[config.mk]
export PLATFORM = sky130hd
export DESIGN_NAME = hdpm_port_manager
export DESIGN_NICKNAME = d
export VERILOG_FILES = /design/src/include/hdpm_pkg.sv /design/src/design/hdpm_port_manager.sv
export VERILOG_INCLUDE_DIRS = /design/src /design/src/include
export SDC_FILE = /design/constraint.sdc
export NUM_CORES = 1
export LEC_CHECK = 0
export BUFFER_PORTS_ARGS = -buffer_cell sky130_fd_sc_hd__buf_2
export CAP_MARGIN = 20
export CORE_MARGIN = 2
export CORE_UTILIZATION = 45
export CTS_BUF_LIST = sky130_fd_sc_hd__clkbuf_16
export CTS_CLUSTER_SIZE = 20
export DETAILED_ROUTE_END_ITERATION = 10
export GPL_ROUTABILITY_DRIVEN = 0
export GPL_TIMING_DRIVEN = 0
export PLACE_DENSITY = 0.81
export SYNTH_ARGS = -nofsm -noshare
export SYNTH_HDL_FRONTEND = slang
export SYNTH_SLANG_ARGS = --single-unit
[constraint.sdc]
create_clock -name sys_clk_i -period 1.8 [get_ports sys_clk_i]
set_input_delay 0.18 -clock sys_clk_i [delete_from_list [all_inputs] [get_ports sys_clk_i]]
set_output_delay 0.18 -clock sys_clk_i [all_outputs]
set_load 0.03 [all_outputs]
[src/include/hdpm_params.svh]
/*
 * constants of the downstream port manager: register offsets, reset
 * values, force codes and timing figures.
 * assumes a 40 MHz system clock and byte addresses on the register bus.
 */
`ifndef HDPM_PARAMS_SVH
`define HDPM_PARAMS_SVH

// ---------------------------------------------------------------
// register byte offsets
// ---------------------------------------------------------------
`define HDPM_OFS_ATTACH 5'h00
`define HDPM_OFS_SPEED 5'h04
`define HDPM_OFS_ENABLE 5'h08
`define HDPM_OFS_FORCE 5'h0c

// ---------------------------------------------------------------
// reset values and field layout
// ---------------------------------------------------------------
`define HDPM_PORT_RST 4'h0
`define HDPM_FORCE_RST 8'h00
`define HDPM_FORCE_NONE 2'h0
`define HDPM_FORCE_DIFF1 2'h1
`define HDPM_FORCE_DIFF0 2'h2
`define HDPM_FORCE_SE0 2'h3

// ---------------------------------------------------------------
// timing, in ns, and counts derived from the clock period
// ---------------------------------------------------------------
`define HDPM_CLK_NS 25
`define HDPM_CONN_NS 2500
`define HDPM_DISC_NS 2000
`define HDPM_CONN_CYC ((`HDPM_CONN_NS + `HDPM_CLK_NS - 1) / `HDPM_CLK_NS)
`define HDPM_DISC_CYC ((`HDPM_DISC_NS + `HDPM_CLK_NS - 1) / `HDPM_CLK_NS)

`endif

[src/include/hdpm_pkg.sv]
/*
 * types of the downstream port manager.
 * assumes four downstream ports, one bit each per vector.
 */
package hdpm_pkg;

    // ---------------------------------------------------------------
    // line sample and line drive of all ports
    // ---------------------------------------------------------------
    typedef struct packed {
        logic [3:0] dp;
        logic [3:0] dm;
    } hdpm_lines_s;

    typedef struct packed {
        logic [3:0] oe;
        logic [3:0] dp;
        logic [3:0] dm;
    } hdpm_drive_s;

endpackage

[src/design/hdpm_port_manager.sv]
/*
 * downstream port manager of a four-port full-speed hub repeater:
 * attach detection, speed and enable registers, babble shut-off,
 * traffic gating and forced line states, behind a wishbone slave.
 * assumes line and frame inputs synchronous to sys_clk_i (40 MHz),
 * and a master that holds each request until ack.
 */
// Design decisions made here: the register offsets and register access over Wishbone.
`timescale 1ns/100ps
`include "hdpm_params.svh"

module hdpm_port_manager
    import hdpm_pkg::*;
#(
    parameter int CNT_W = 8
) (
    // clock and reset
    input wire logic sys_clk_i,
    input wire logic rst_i,
    // wishbone slave
    input wire logic cyc_i,
    input wire logic stb_i,
    input wire logic we_i,
    input wire logic [4:0] adr_i,
    input wire logic [3:0] sel_i,
    input wire logic [31:0] dat_i,
    output logic [31:0] dat_o,
    output logic ack_o,
    // hub state
    input wire logic bus_reset_i,
    input wire logic suspended_i,
    input wire logic hub_irq_en_i,
    // frame and traffic
    input wire logic up_active_i,
    input wire logic up_fs_i,
    input wire logic eof1_i,
    input wire logic eof2_i,
    input wire logic [3:0] down_active_i,
    // downstream lines
    input wire hdpm_lines_s lines_i,
    output hdpm_drive_s drive_o,
    output logic [3:0] slew_ls_o,
    // repeater steering and events
    output logic [3:0] port_rx_en_o,
    output logic [3:0] port_tx_en_o,
    output logic eop_gen_o,
    output logic hub_irq_o
);

    // ---------------------------------------------------------------
    // constants
    // ---------------------------------------------------------------
    localparam logic [CNT_W-1:0] CONN_CYC = CNT_W'(`HDPM_CONN_CYC);
    localparam logic [CNT_W-1:0] DISC_CYC = CNT_W'(`HDPM_DISC_CYC);
    localparam logic [CNT_W-1:0] CNT_MAX = '1;

    function automatic logic [1:0] fld(input logic [7:0] v, input int p);
        fld = v[2*p +: 2];
    endfunction

    function automatic logic wb_hit(input logic [4:0] a,
                                    input logic [4:0] ofs);
        wb_hit = (a[4:2] == ofs[4:2]);
    endfunction

    // ---------------------------------------------------------------
    // state
    // ---------------------------------------------------------------
    logic [3:0] attach_q;
    logic [3:0] speed_q;
    logic [3:0] enable_q;
    logic [3:0] pend_q;
    logic [3:0] conn_q;
    logic [7:0] force_q;
    logic [3:0] se0_q;
    logic [3:0] se0_prev_q;
    logic [CNT_W-1:0] cnt_q [4];
    logic [3:0] att_set;
    logic [3:0] att_clr;
    logic [3:0] babble;
    logic wr_req;
    logic clr_all;

    assign wr_req = cyc_i && stb_i && we_i && !ack_o && sel_i[0];
    assign clr_all = rst_i || bus_reset_i;

    // ---------------------------------------------------------------
    // wishbone handshake and read data
    // ---------------------------------------------------------------
    always_ff @(posedge sys_clk_i) begin
        if (rst_i) begin
            ack_o <= 1'b0;
        end else begin
            ack_o <= cyc_i && stb_i && !ack_o;
        end
    end

    always_ff @(posedge sys_clk_i) begin
        if (rst_i) begin
            dat_o <= 32'h0000_0000;
        end else if (cyc_i && stb_i && !ack_o && !we_i) begin
            // reserved bits read zero: 4-31, or 8-31 for the force register
            if (wb_hit(adr_i, `HDPM_OFS_ATTACH)) begin
                dat_o <= {28'h0, attach_q};
            end else if (wb_hit(adr_i, `HDPM_OFS_SPEED)) begin
                dat_o <= {28'h0, speed_q};
            end else if (wb_hit(adr_i, `HDPM_OFS_ENABLE)) begin
                dat_o <= {28'h0, enable_q};
            end else if (wb_hit(adr_i, `HDPM_OFS_FORCE)) begin
                dat_o <= {24'h0, force_q};
            end else begin
                dat_o <= 32'h0000_0000;
            end
        end
    end

    // ---------------------------------------------------------------
    // line sampling and persistence counters
    // ---------------------------------------------------------------
    always_ff @(posedge sys_clk_i) begin
        if (rst_i) begin
            se0_q <= 4'hf;
            se0_prev_q <= 4'hf;
        end else begin
            // both lines low reads as no device
            se0_q <= ~(lines_i.dp | lines_i.dm);
            se0_prev_q <= se0_q;
        end
    end

    always_ff @(posedge sys_clk_i) begin
        for (int p = 0; p < 4; p++) begin
            if (clr_all || se0_q[p] != se0_prev_q[p]
                    || fld(force_q, p) != `HDPM_FORCE_NONE) begin
                cnt_q[p] <= '0;
            end else if (cnt_q[p] != CNT_MAX) begin
                cnt_q[p] <= cnt_q[p] + CNT_W'(1);
            end
        end
    end

    always_comb begin
        for (int p = 0; p < 4; p++) begin
            // j or k held past 2.5 us
            // both samples must agree: the counter lags the line by one
            att_set[p] = !attach_q[p] && !se0_q[p] && !se0_prev_q[p]
                && cnt_q[p] >= CONN_CYC;
            // se0 held 2.0 us
            att_clr[p] = attach_q[p] && se0_q[p] && se0_prev_q[p]
                && cnt_q[p] >= DISC_CYC - CNT_W'(1);
        end
    end

    // ---------------------------------------------------------------
    // attach flags, bits 0-3 for ports 1-4
    // ---------------------------------------------------------------
    always_ff @(posedge sys_clk_i) begin
        if (clr_all) begin
            attach_q <= `HDPM_PORT_RST;
        end else begin
            // hardware events win over a firmware write
            if (wr_req && wb_hit(adr_i, `HDPM_OFS_ATTACH)) begin
                attach_q <= (dat_i[3:0] | att_set) & ~att_clr;
            end else begin
                attach_q <= (attach_q | att_set) & ~att_clr;
            end
        end
    end

    // ---------------------------------------------------------------
    // hub interrupt, also while suspended
    // ---------------------------------------------------------------
    always_ff @(posedge sys_clk_i) begin
        if (rst_i) begin
            hub_irq_o <= 1'b0;
        end else begin
            // raised regardless of port enable or suspend; hub_irq_en_i masks it
            hub_irq_o <= hub_irq_en_i && |(att_set | att_clr);
        end
    end

    // ---------------------------------------------------------------
    // speed select and force fields
    // ---------------------------------------------------------------
    always_ff @(posedge sys_clk_i) begin
        if (clr_all) begin
            speed_q <= `HDPM_PORT_RST;
        end else if (wr_req && wb_hit(adr_i, `HDPM_OFS_SPEED)) begin
            speed_q <= dat_i[3:0];
        end
    end

    always_ff @(posedge sys_clk_i) begin
        // only chip reset clears them
        if (rst_i) begin
            force_q <= `HDPM_FORCE_RST;
        end else if (wr_req && wb_hit(adr_i, `HDPM_OFS_FORCE)) begin
            force_q <= dat_i[7:0];
        end
    end

    // ---------------------------------------------------------------
    // babble: upstream connectivity and traffic at EOF2
    // ---------------------------------------------------------------
    always_ff @(posedge sys_clk_i) begin
        if (clr_all) begin
            conn_q <= 4'h0;
        end else begin
            conn_q <= (conn_q | (enable_q & down_active_i))
                & down_active_i & enable_q;
        end
    end

    assign babble = eof2_i ? (enable_q & (down_active_i | conn_q)) : 4'h0;

    // ---------------------------------------------------------------
    // enables, deferred to the end of a packet
    // ---------------------------------------------------------------
    always_ff @(posedge sys_clk_i) begin
        if (clr_all) begin
            enable_q <= `HDPM_PORT_RST;
            pend_q <= `HDPM_PORT_RST;
        end else if (wr_req && wb_hit(adr_i, `HDPM_OFS_ENABLE)) begin
            // disables act at once; enables wait for idle
            if (up_active_i) begin
                enable_q <= enable_q & dat_i[3:0] & ~babble;
                pend_q <= dat_i[3:0] & ~enable_q;
            end else begin
                enable_q <= dat_i[3:0] & ~babble;
                pend_q <= 4'h0;
            end
        end else begin
            if (!up_active_i) begin
                enable_q <= (enable_q | pend_q) & ~babble;
                pend_q <= 4'h0;
            end else begin
                enable_q <= enable_q & ~babble;
            end
        end
    end

    // ---------------------------------------------------------------
    // repeater steering, EOP at EOF1, forced lines
    // ---------------------------------------------------------------
    always_ff @(posedge sys_clk_i) begin
        if (rst_i) begin
            port_rx_en_o <= 4'h0;
            port_tx_en_o <= 4'h0;
            eop_gen_o <= 1'b0;
            slew_ls_o <= 4'h0;
        end else begin
            port_rx_en_o <= enable_q & ~(speed_q & {4{up_fs_i}});
            port_tx_en_o <= enable_q & ~babble;
            eop_gen_o <= eof1_i;
            slew_ls_o <= speed_q;
        end
    end

    always_ff @(posedge sys_clk_i) begin
        if (rst_i) begin
            drive_o <= '0;
        end else begin
            for (int p = 0; p < 4; p++) begin
                drive_o.oe[p] <= fld(force_q, p) != `HDPM_FORCE_NONE;
                drive_o.dp[p] <= fld(force_q, p) == `HDPM_FORCE_DIFF1;
                drive_o.dm[p] <= fld(force_q, p) == `HDPM_FORCE_DIFF0;
            end
        end
    end

    // ---------------------------------------------------------------
    // assertions
    // ---------------------------------------------------------------
    // line class run length, kept apart from the detect counters
    logic [CNT_W-1:0] run_q [4];

    always_ff @(posedge sys_clk_i) begin
        for (int p = 0; p < 4; p++) begin
            if (clr_all || (lines_i.dp[p] | lines_i.dm[p]) == se0_q[p]) begin
                run_q[p] <= '0;
            end else if (run_q[p] != CNT_MAX) begin
                run_q[p] <= run_q[p] + CNT_W'(1);
            end
        end
    end
endmodule

# Word-level counts from Yosys, hierarchy flattened
# Memory sizes are Yosys's and may differ from the RTL's.
# Cells that the tools add are included.
[totals]
reg_bits = 95
ramBits = 32
input_bits = 65
output_inout_bits = 59
elab_cells = 181
n_memories = 1
[classes]
n_addsub = 4
order_cmp = 8
eq_ne = 20
n_mux = 36
n_bitwise = 30
reduce_logical = 64
[mem_list]
columns = ["memory", "depth", "width", "read_ports", "rd_ports_with_merged_regs", "wr", "line", "rtl"]
rows = [
  ["cnt_q", 4, 8, 4, 0, 4, "hdpm_port_manager.sv:77", "logic [CNT_W-1:0] cnt_q [4];"],
]
[ops]
columns = ["op", "n"]
rows = [
  ["8-bit by 7-bit greater-or-equal comparator with 1-bit output (second input constant)", 8],
  ["8-bit 2-to-1 mux", 8],
  ["4-bit AND", 14],
  ["1-bit logical AND", 35],
  ["8-bit by 1-bit adder with 8-bit output (second input constant)", 4],
  ["4-bit 2-to-1 mux", 8],
  ["8-bit != test (second input constant)", 4],
  ["4-bit OR", 7],
  ["1-bit 2-to-1 mux", 20],
  ["4-bit inverter", 5],
  ["1-bit logical NOT", 14],
  ["1-bit logical OR", 9],
  ["2-bit by 1-bit equality test with 1-bit output (second input constant)", 4],
  ["2-bit equality test (second input constant)", 4],
  ["2-bit nonzero test", 4],
  ["3-bit by 2-bit equality test with 1-bit output (second input constant)", 2],
  ["1-bit != test", 4],
  ["1-bit OR", 4],
  ["4-bit OR reduction", 1],
  ["3-bit by 1-bit equality test with 1-bit output (second input constant)", 1],
  ["3-bit logical NOT", 1],
  ["2-bit by 1-bit != test with 1-bit output (second input constant)", 1],
]

# Logic depth before layout (Yosys ltp)
[depth]
word_depth = 7
ltp_mapped = 6

# Least setup slack after synthesis
# Ideal clock, no wire load.
[synth_path]
path_type = "register to register"
from = "register ack_o"
to = "register attach_q[2]"
setup_time_ns = 0.116
t_arrival_ns = 1.480
setup_slack_ns = 0.204
path_stages_with_launch = 6
path_buffers = 1
synth_period_minus_slack_ns = 1.596
path_cell_list = "dfxtp_1 > and3b_1 > and3_1 > buf_6 > mux2_4 > o211a_1"
[synth_via]
elab_chain_cells = 5
[synth_lines]
columns = ["item", "line", "rtl"]
rows = [
  ["from (decl)", "hdpm_port_manager.sv:28", "output logic ack_o,"],
  ["from (signal assigned)", "hdpm_port_manager.sv:94", "ack_o <= cyc_i && stb_i && !ack_o;"],
  ["1-bit logical NOT", "hdpm_port_manager.sv:84", "assign wr_req = cyc_i && stb_i && we_i && !ack_o && sel_i[0];"],
  ["1-bit logical AND (2 in a row)", "hdpm_port_manager.sv:84", ""],
  ["1-bit logical AND", "hdpm_port_manager.sv:162", "if (wr_req && wb_hit(adr_i, `HDPM_OFS_ATTACH)) begin"],
  ["4-bit 2-to-1 mux", "hdpm_port_manager.sv:162", ""],
  ["to (signal assigned)", "hdpm_port_manager.sv:159", "attach_q <= `HDPM_PORT_RST;"],
  ["to (signal assigned)", "hdpm_port_manager.sv:163", "attach_q <= (dat_i[3:0] | att_set) & ~att_clr;"],
  ["to (signal assigned)", "hdpm_port_manager.sv:165", "attach_q <= (attach_q | att_set) & ~att_clr;"],
  ["to (decl)", "hdpm_port_manager.sv:69", "logic [3:0] attach_q;"],
]
# Every way passes these cells.
# A chain may end at the register's enable or synchronous reset.

==> flow_metrics.tcl <==
set metrics [dict create \
    outcome "completed" \
    cts_max_path_buffers 2 \
    ys_ff_latch 103 \
    seqCellArea_mm2 0.00238 \
    cts_max_level 3 \
    first_pass_iters 4 \
    crit_arrival_ns 1.72 \
    cts_setup_buffers 0 \
    clkSinkCount 103 \
    antenna_found_initial 0 \
    finalInstanceArea_mm2 0.00558 \
    cts_hold_buffers 2 \
    fin_nets 641 \
    synth_top_family_by_area "simple AND/OR/NAND/NOR gates" \
    leakage_nw 2.28 \
    final_util_pct 54.8 \
    synth-simple-area-share_pct 20.7 \
    critPathKind "reg -> reg" \
    fin_tns_setup_ns 0 \
    grt_pass1_wl_um 16400 \
    cts_made_buffers 9 \
    power_frac_clock_pct 41.1 \
    overflow 0 \
    worstSkewPairLatency_ns 0.35 \
    wire_per_inst_um 14.6 \
    grt_pass1_vias 3480 \
    worst_ir_drop_vdd_uv 445 \
    cts_tree "yes" \
    grt_max_degree 17 \
    switching_share_pct 22.6 \
    holdWs_ns 0.00724 \
    period_minus_slack_ns 1.71 \
    clock-skew-final_ns 0.0108 \
    synth_top_area_share_pct 30.4 \
    netSwitchingPower_mw 1.06 \
    synth-seq-area-share_pct 51.0 \
    worstPathCellList "ha_1 -> and3_1 -> and4_1 -> nand2b_1" \
    cts_resized 0 \
    p_int_mw 3.63 \
    vias 3634 \
    slew_headroom_pct 58.4 \
    fillCellCount 911 \
    drive_gt1_share_pct 22.7 \
    drt-vias-per-instance 5.13 \
    cts.reportedPaths.clkPinSlew_ns 0.07 \
    coreArea_mm2 0.0102 \
    synth_compound_area_share_pct 9.62 \
    start_util_pct 45.8 \
    syn2layout_area_growth_pct 19.6 \
    dieWidth_um 106 \
    multi_input_area_mm2 0.00205 \
    critPathLaunchType "flop" \
    syn_area_per_cell_um2 10.0 \
    route.detailed.drc 0 \
    period_share_pct 95.2 \
    ys_warn_count 0 \
    io-pin-count 124 \
    placementRows 37 \
    numPortBuffers 67 \
    synth_area_leaders "dfxtp_1, edfxtp_1, nor2_1, buf_4, a21oi_1" \
    critPathRequiredTime_ns 1.80 \
    post-dp-hpwl_um 7720 \
    hold_violations 0 \
    synthArstFlopShare_pct 0 \
    tightest_slew_ns 0.623 \
    totalPowerFinal_mw 4.69 \
    endpoint_kind "flop" \
    synth-edff-count 32 \
    ys_types 51 \
    hp-class "in -> reg" \
    synth-xor-area-share_pct 4.69 \
    p_per_area_mw_per_mm2 839 \
    max_freq_mhz 583 \
    drtAntennaViolNets 0 \
    die_area_mm2 0.0112 \
    muxShareOfSynthArea_pct 4.85 \
    crit_buf_inv 0 \
    pwr-share-seq_pct 51.9 \
    grt_setup_unrepaired "false" \
    max_stage_delay_ns 0.44 \
    cp_top_family "simple AND/OR/NAND/NOR gates" \
    cp_slowest_cell "edfxtp_1" \
    routed_wl_um 10400 \
    synthAdderAreaFrac_pct 2.14 \
    cts_root_buffer "clkbuf_16" \
    antenna_cells 0 \
    setup_viol 0 \
    slew_viol_final 0 \
    synth_cells 465 \
    critPathMaxFanout 8 \
    placed_cell_area_mm2 0.00526 \
    syn-cell-area_mm2 0.00467 \
    cap_viol_max_count 0 \
    synth_top_area_cell "dfxtp_1" \
    drt_iter0_drc 251 \
    grt.total_usage_pct 18.8 \
    die_h_um 106 \
    ys.flop_type "dfxtp_1" \
    combPwrFrac_pct 7.0 \
]
[through the flow]
stage               std cells  setup WS (ns)
floorplan                 488          0.204
global placement          691          0.113
detailed placement        691         0.0566
CTS                       709         0.0790
global route              709       0.000260
finish                    709         0.0855
[cells in the mapped netlist, types with 2 or more instances]
master,instances
dfxtp_1,71
nor2_1,61
edfxtp_1,32
a21oi_1,30
buf_4,25
nand3_1,21
nand2_1,20
inv_1,17
mux2i_1,14
xnor2_1,14
and3_1,11
xor2_1,11
nand2b_1,10
nor3_1,10
clkbuf_1,9
nor3b_1,9
ha_1,8
or3_1,8
or2_2,7
nor2b_1,6
a211oi_1,5
nor4_1,5
o21a_1,5
o2111ai_1,4
o21ai_0,4
o21bai_1,4
or3b_1,4
a22oi_1,3
a2bb2oi_1,3
mux2_2,3
and2_1,2
and3b_1,2
buf_2,2
buf_6,2
mux2_4,2
nand3b_1,2
nand4_1,2
o221a_1,2
o221a_2,2
or2_1,2
[power by group through the flow]
| stage | logic, mW | clock network [mW] | registers, mW |
|---|---|---|---|
| after floorplan | 0.217 | 0 | 2.49 |
| after global placement | 0.314 | 0 | 2.48 |
| after detailed placement | 0.321 | 0 | 2.48 |
| after CTS | 0.327 | 1.96 | 2.43 |
| after global routing | 0.357 | 2.04 | 2.43 |
| final | 0.329 | 1.93 | 2.43 |
[registers in the layout (all words and copies together), names as in the netlist, 4 cells and up]
register / cells
force_q: 8
cnt_q: 32
speed_q: 4
attach_q: 4
conn_q: 4
port_rx_en_o: 4
se0_q: 4
dat_o: 8
port_tx_en_o: 4
drive_o: 12
pend_q: 4
enable_q: 4
slew_ls_o: 4
se0_prev_q: 4
[worst paths after layout]
kind	from	endpoint	slack [ns]	cells past startpoint
max	cnt_q[2][0]$_SDFFCE_PN0P_	cnt_q[2][5]$_SDFFCE_PN0P_	0.09	4
min	lines_i[3]	se0_q[3]$_SDFF_PP1_	0.007	2
max reg2reg	cnt_q[2][0]$_SDFFCE_PN0P_	cnt_q[2][5]$_SDFFCE_PN0P_	0.09	4
min reg2reg	pend_q[2]$_SDFFE_PP0P_	pend_q[2]$_SDFFE_PP0P_	0.46	2
[metal layers]
metal | vias to the layer above | track usage [%] | share of wire [%]
met1 | 1738 | 20.8 | 41
met5 | - | 0 | 0
li1 | 1787 | - | -
met4 | 0 | 7.42 | 2.0
met2 | 96 | 34.2 | 52
met3 | 13 | 4.64 | 5.1
[kinds of logic after synthesis]
kind of cell,Yosys count
multiplexers,20
AND/OR/NAND/NOR,186
flip-flops,103
buffers and inverters,56
AO/OA/AOI/OAI,66
adder cells (fa/ha/maj),8
XOR/XNOR,25
other,1
[layout by cell type, fill, tap and decap left out, drive strengths merged, types with 5 or more instances in the layout]
cell type  instances
clkbuf            21
buf               96
and3              11
xnor2             14
or3                8
nand2             20
a211oi             5
a21oi             30
nor2              62
o21a               5
nor2b              6
mux2i             14
dfxtp             71
nor4               5
xor2              11
conb              24
nor3b              9
inv               19
edfxtp            32
nor3              11
nand3             21
mux2               5
or2                9
ha                 8
nand2b            10
[cell type report]
type / count / share of cell area (%)
Sequential cell: 103 / 42.7
Buffer: 39 / 4.64
Multi-Input combinational cell: 329 / 36.7
Timing Repair Buffer: 69 / 6.36
Inverter: 17 / 1.14
Clock buffer: 11 / 4.93
Tap cell: 136 / 3.05
Clock inverter: 5 / 0.493
No activity file was read; power rests on OpenSTA's default activity.
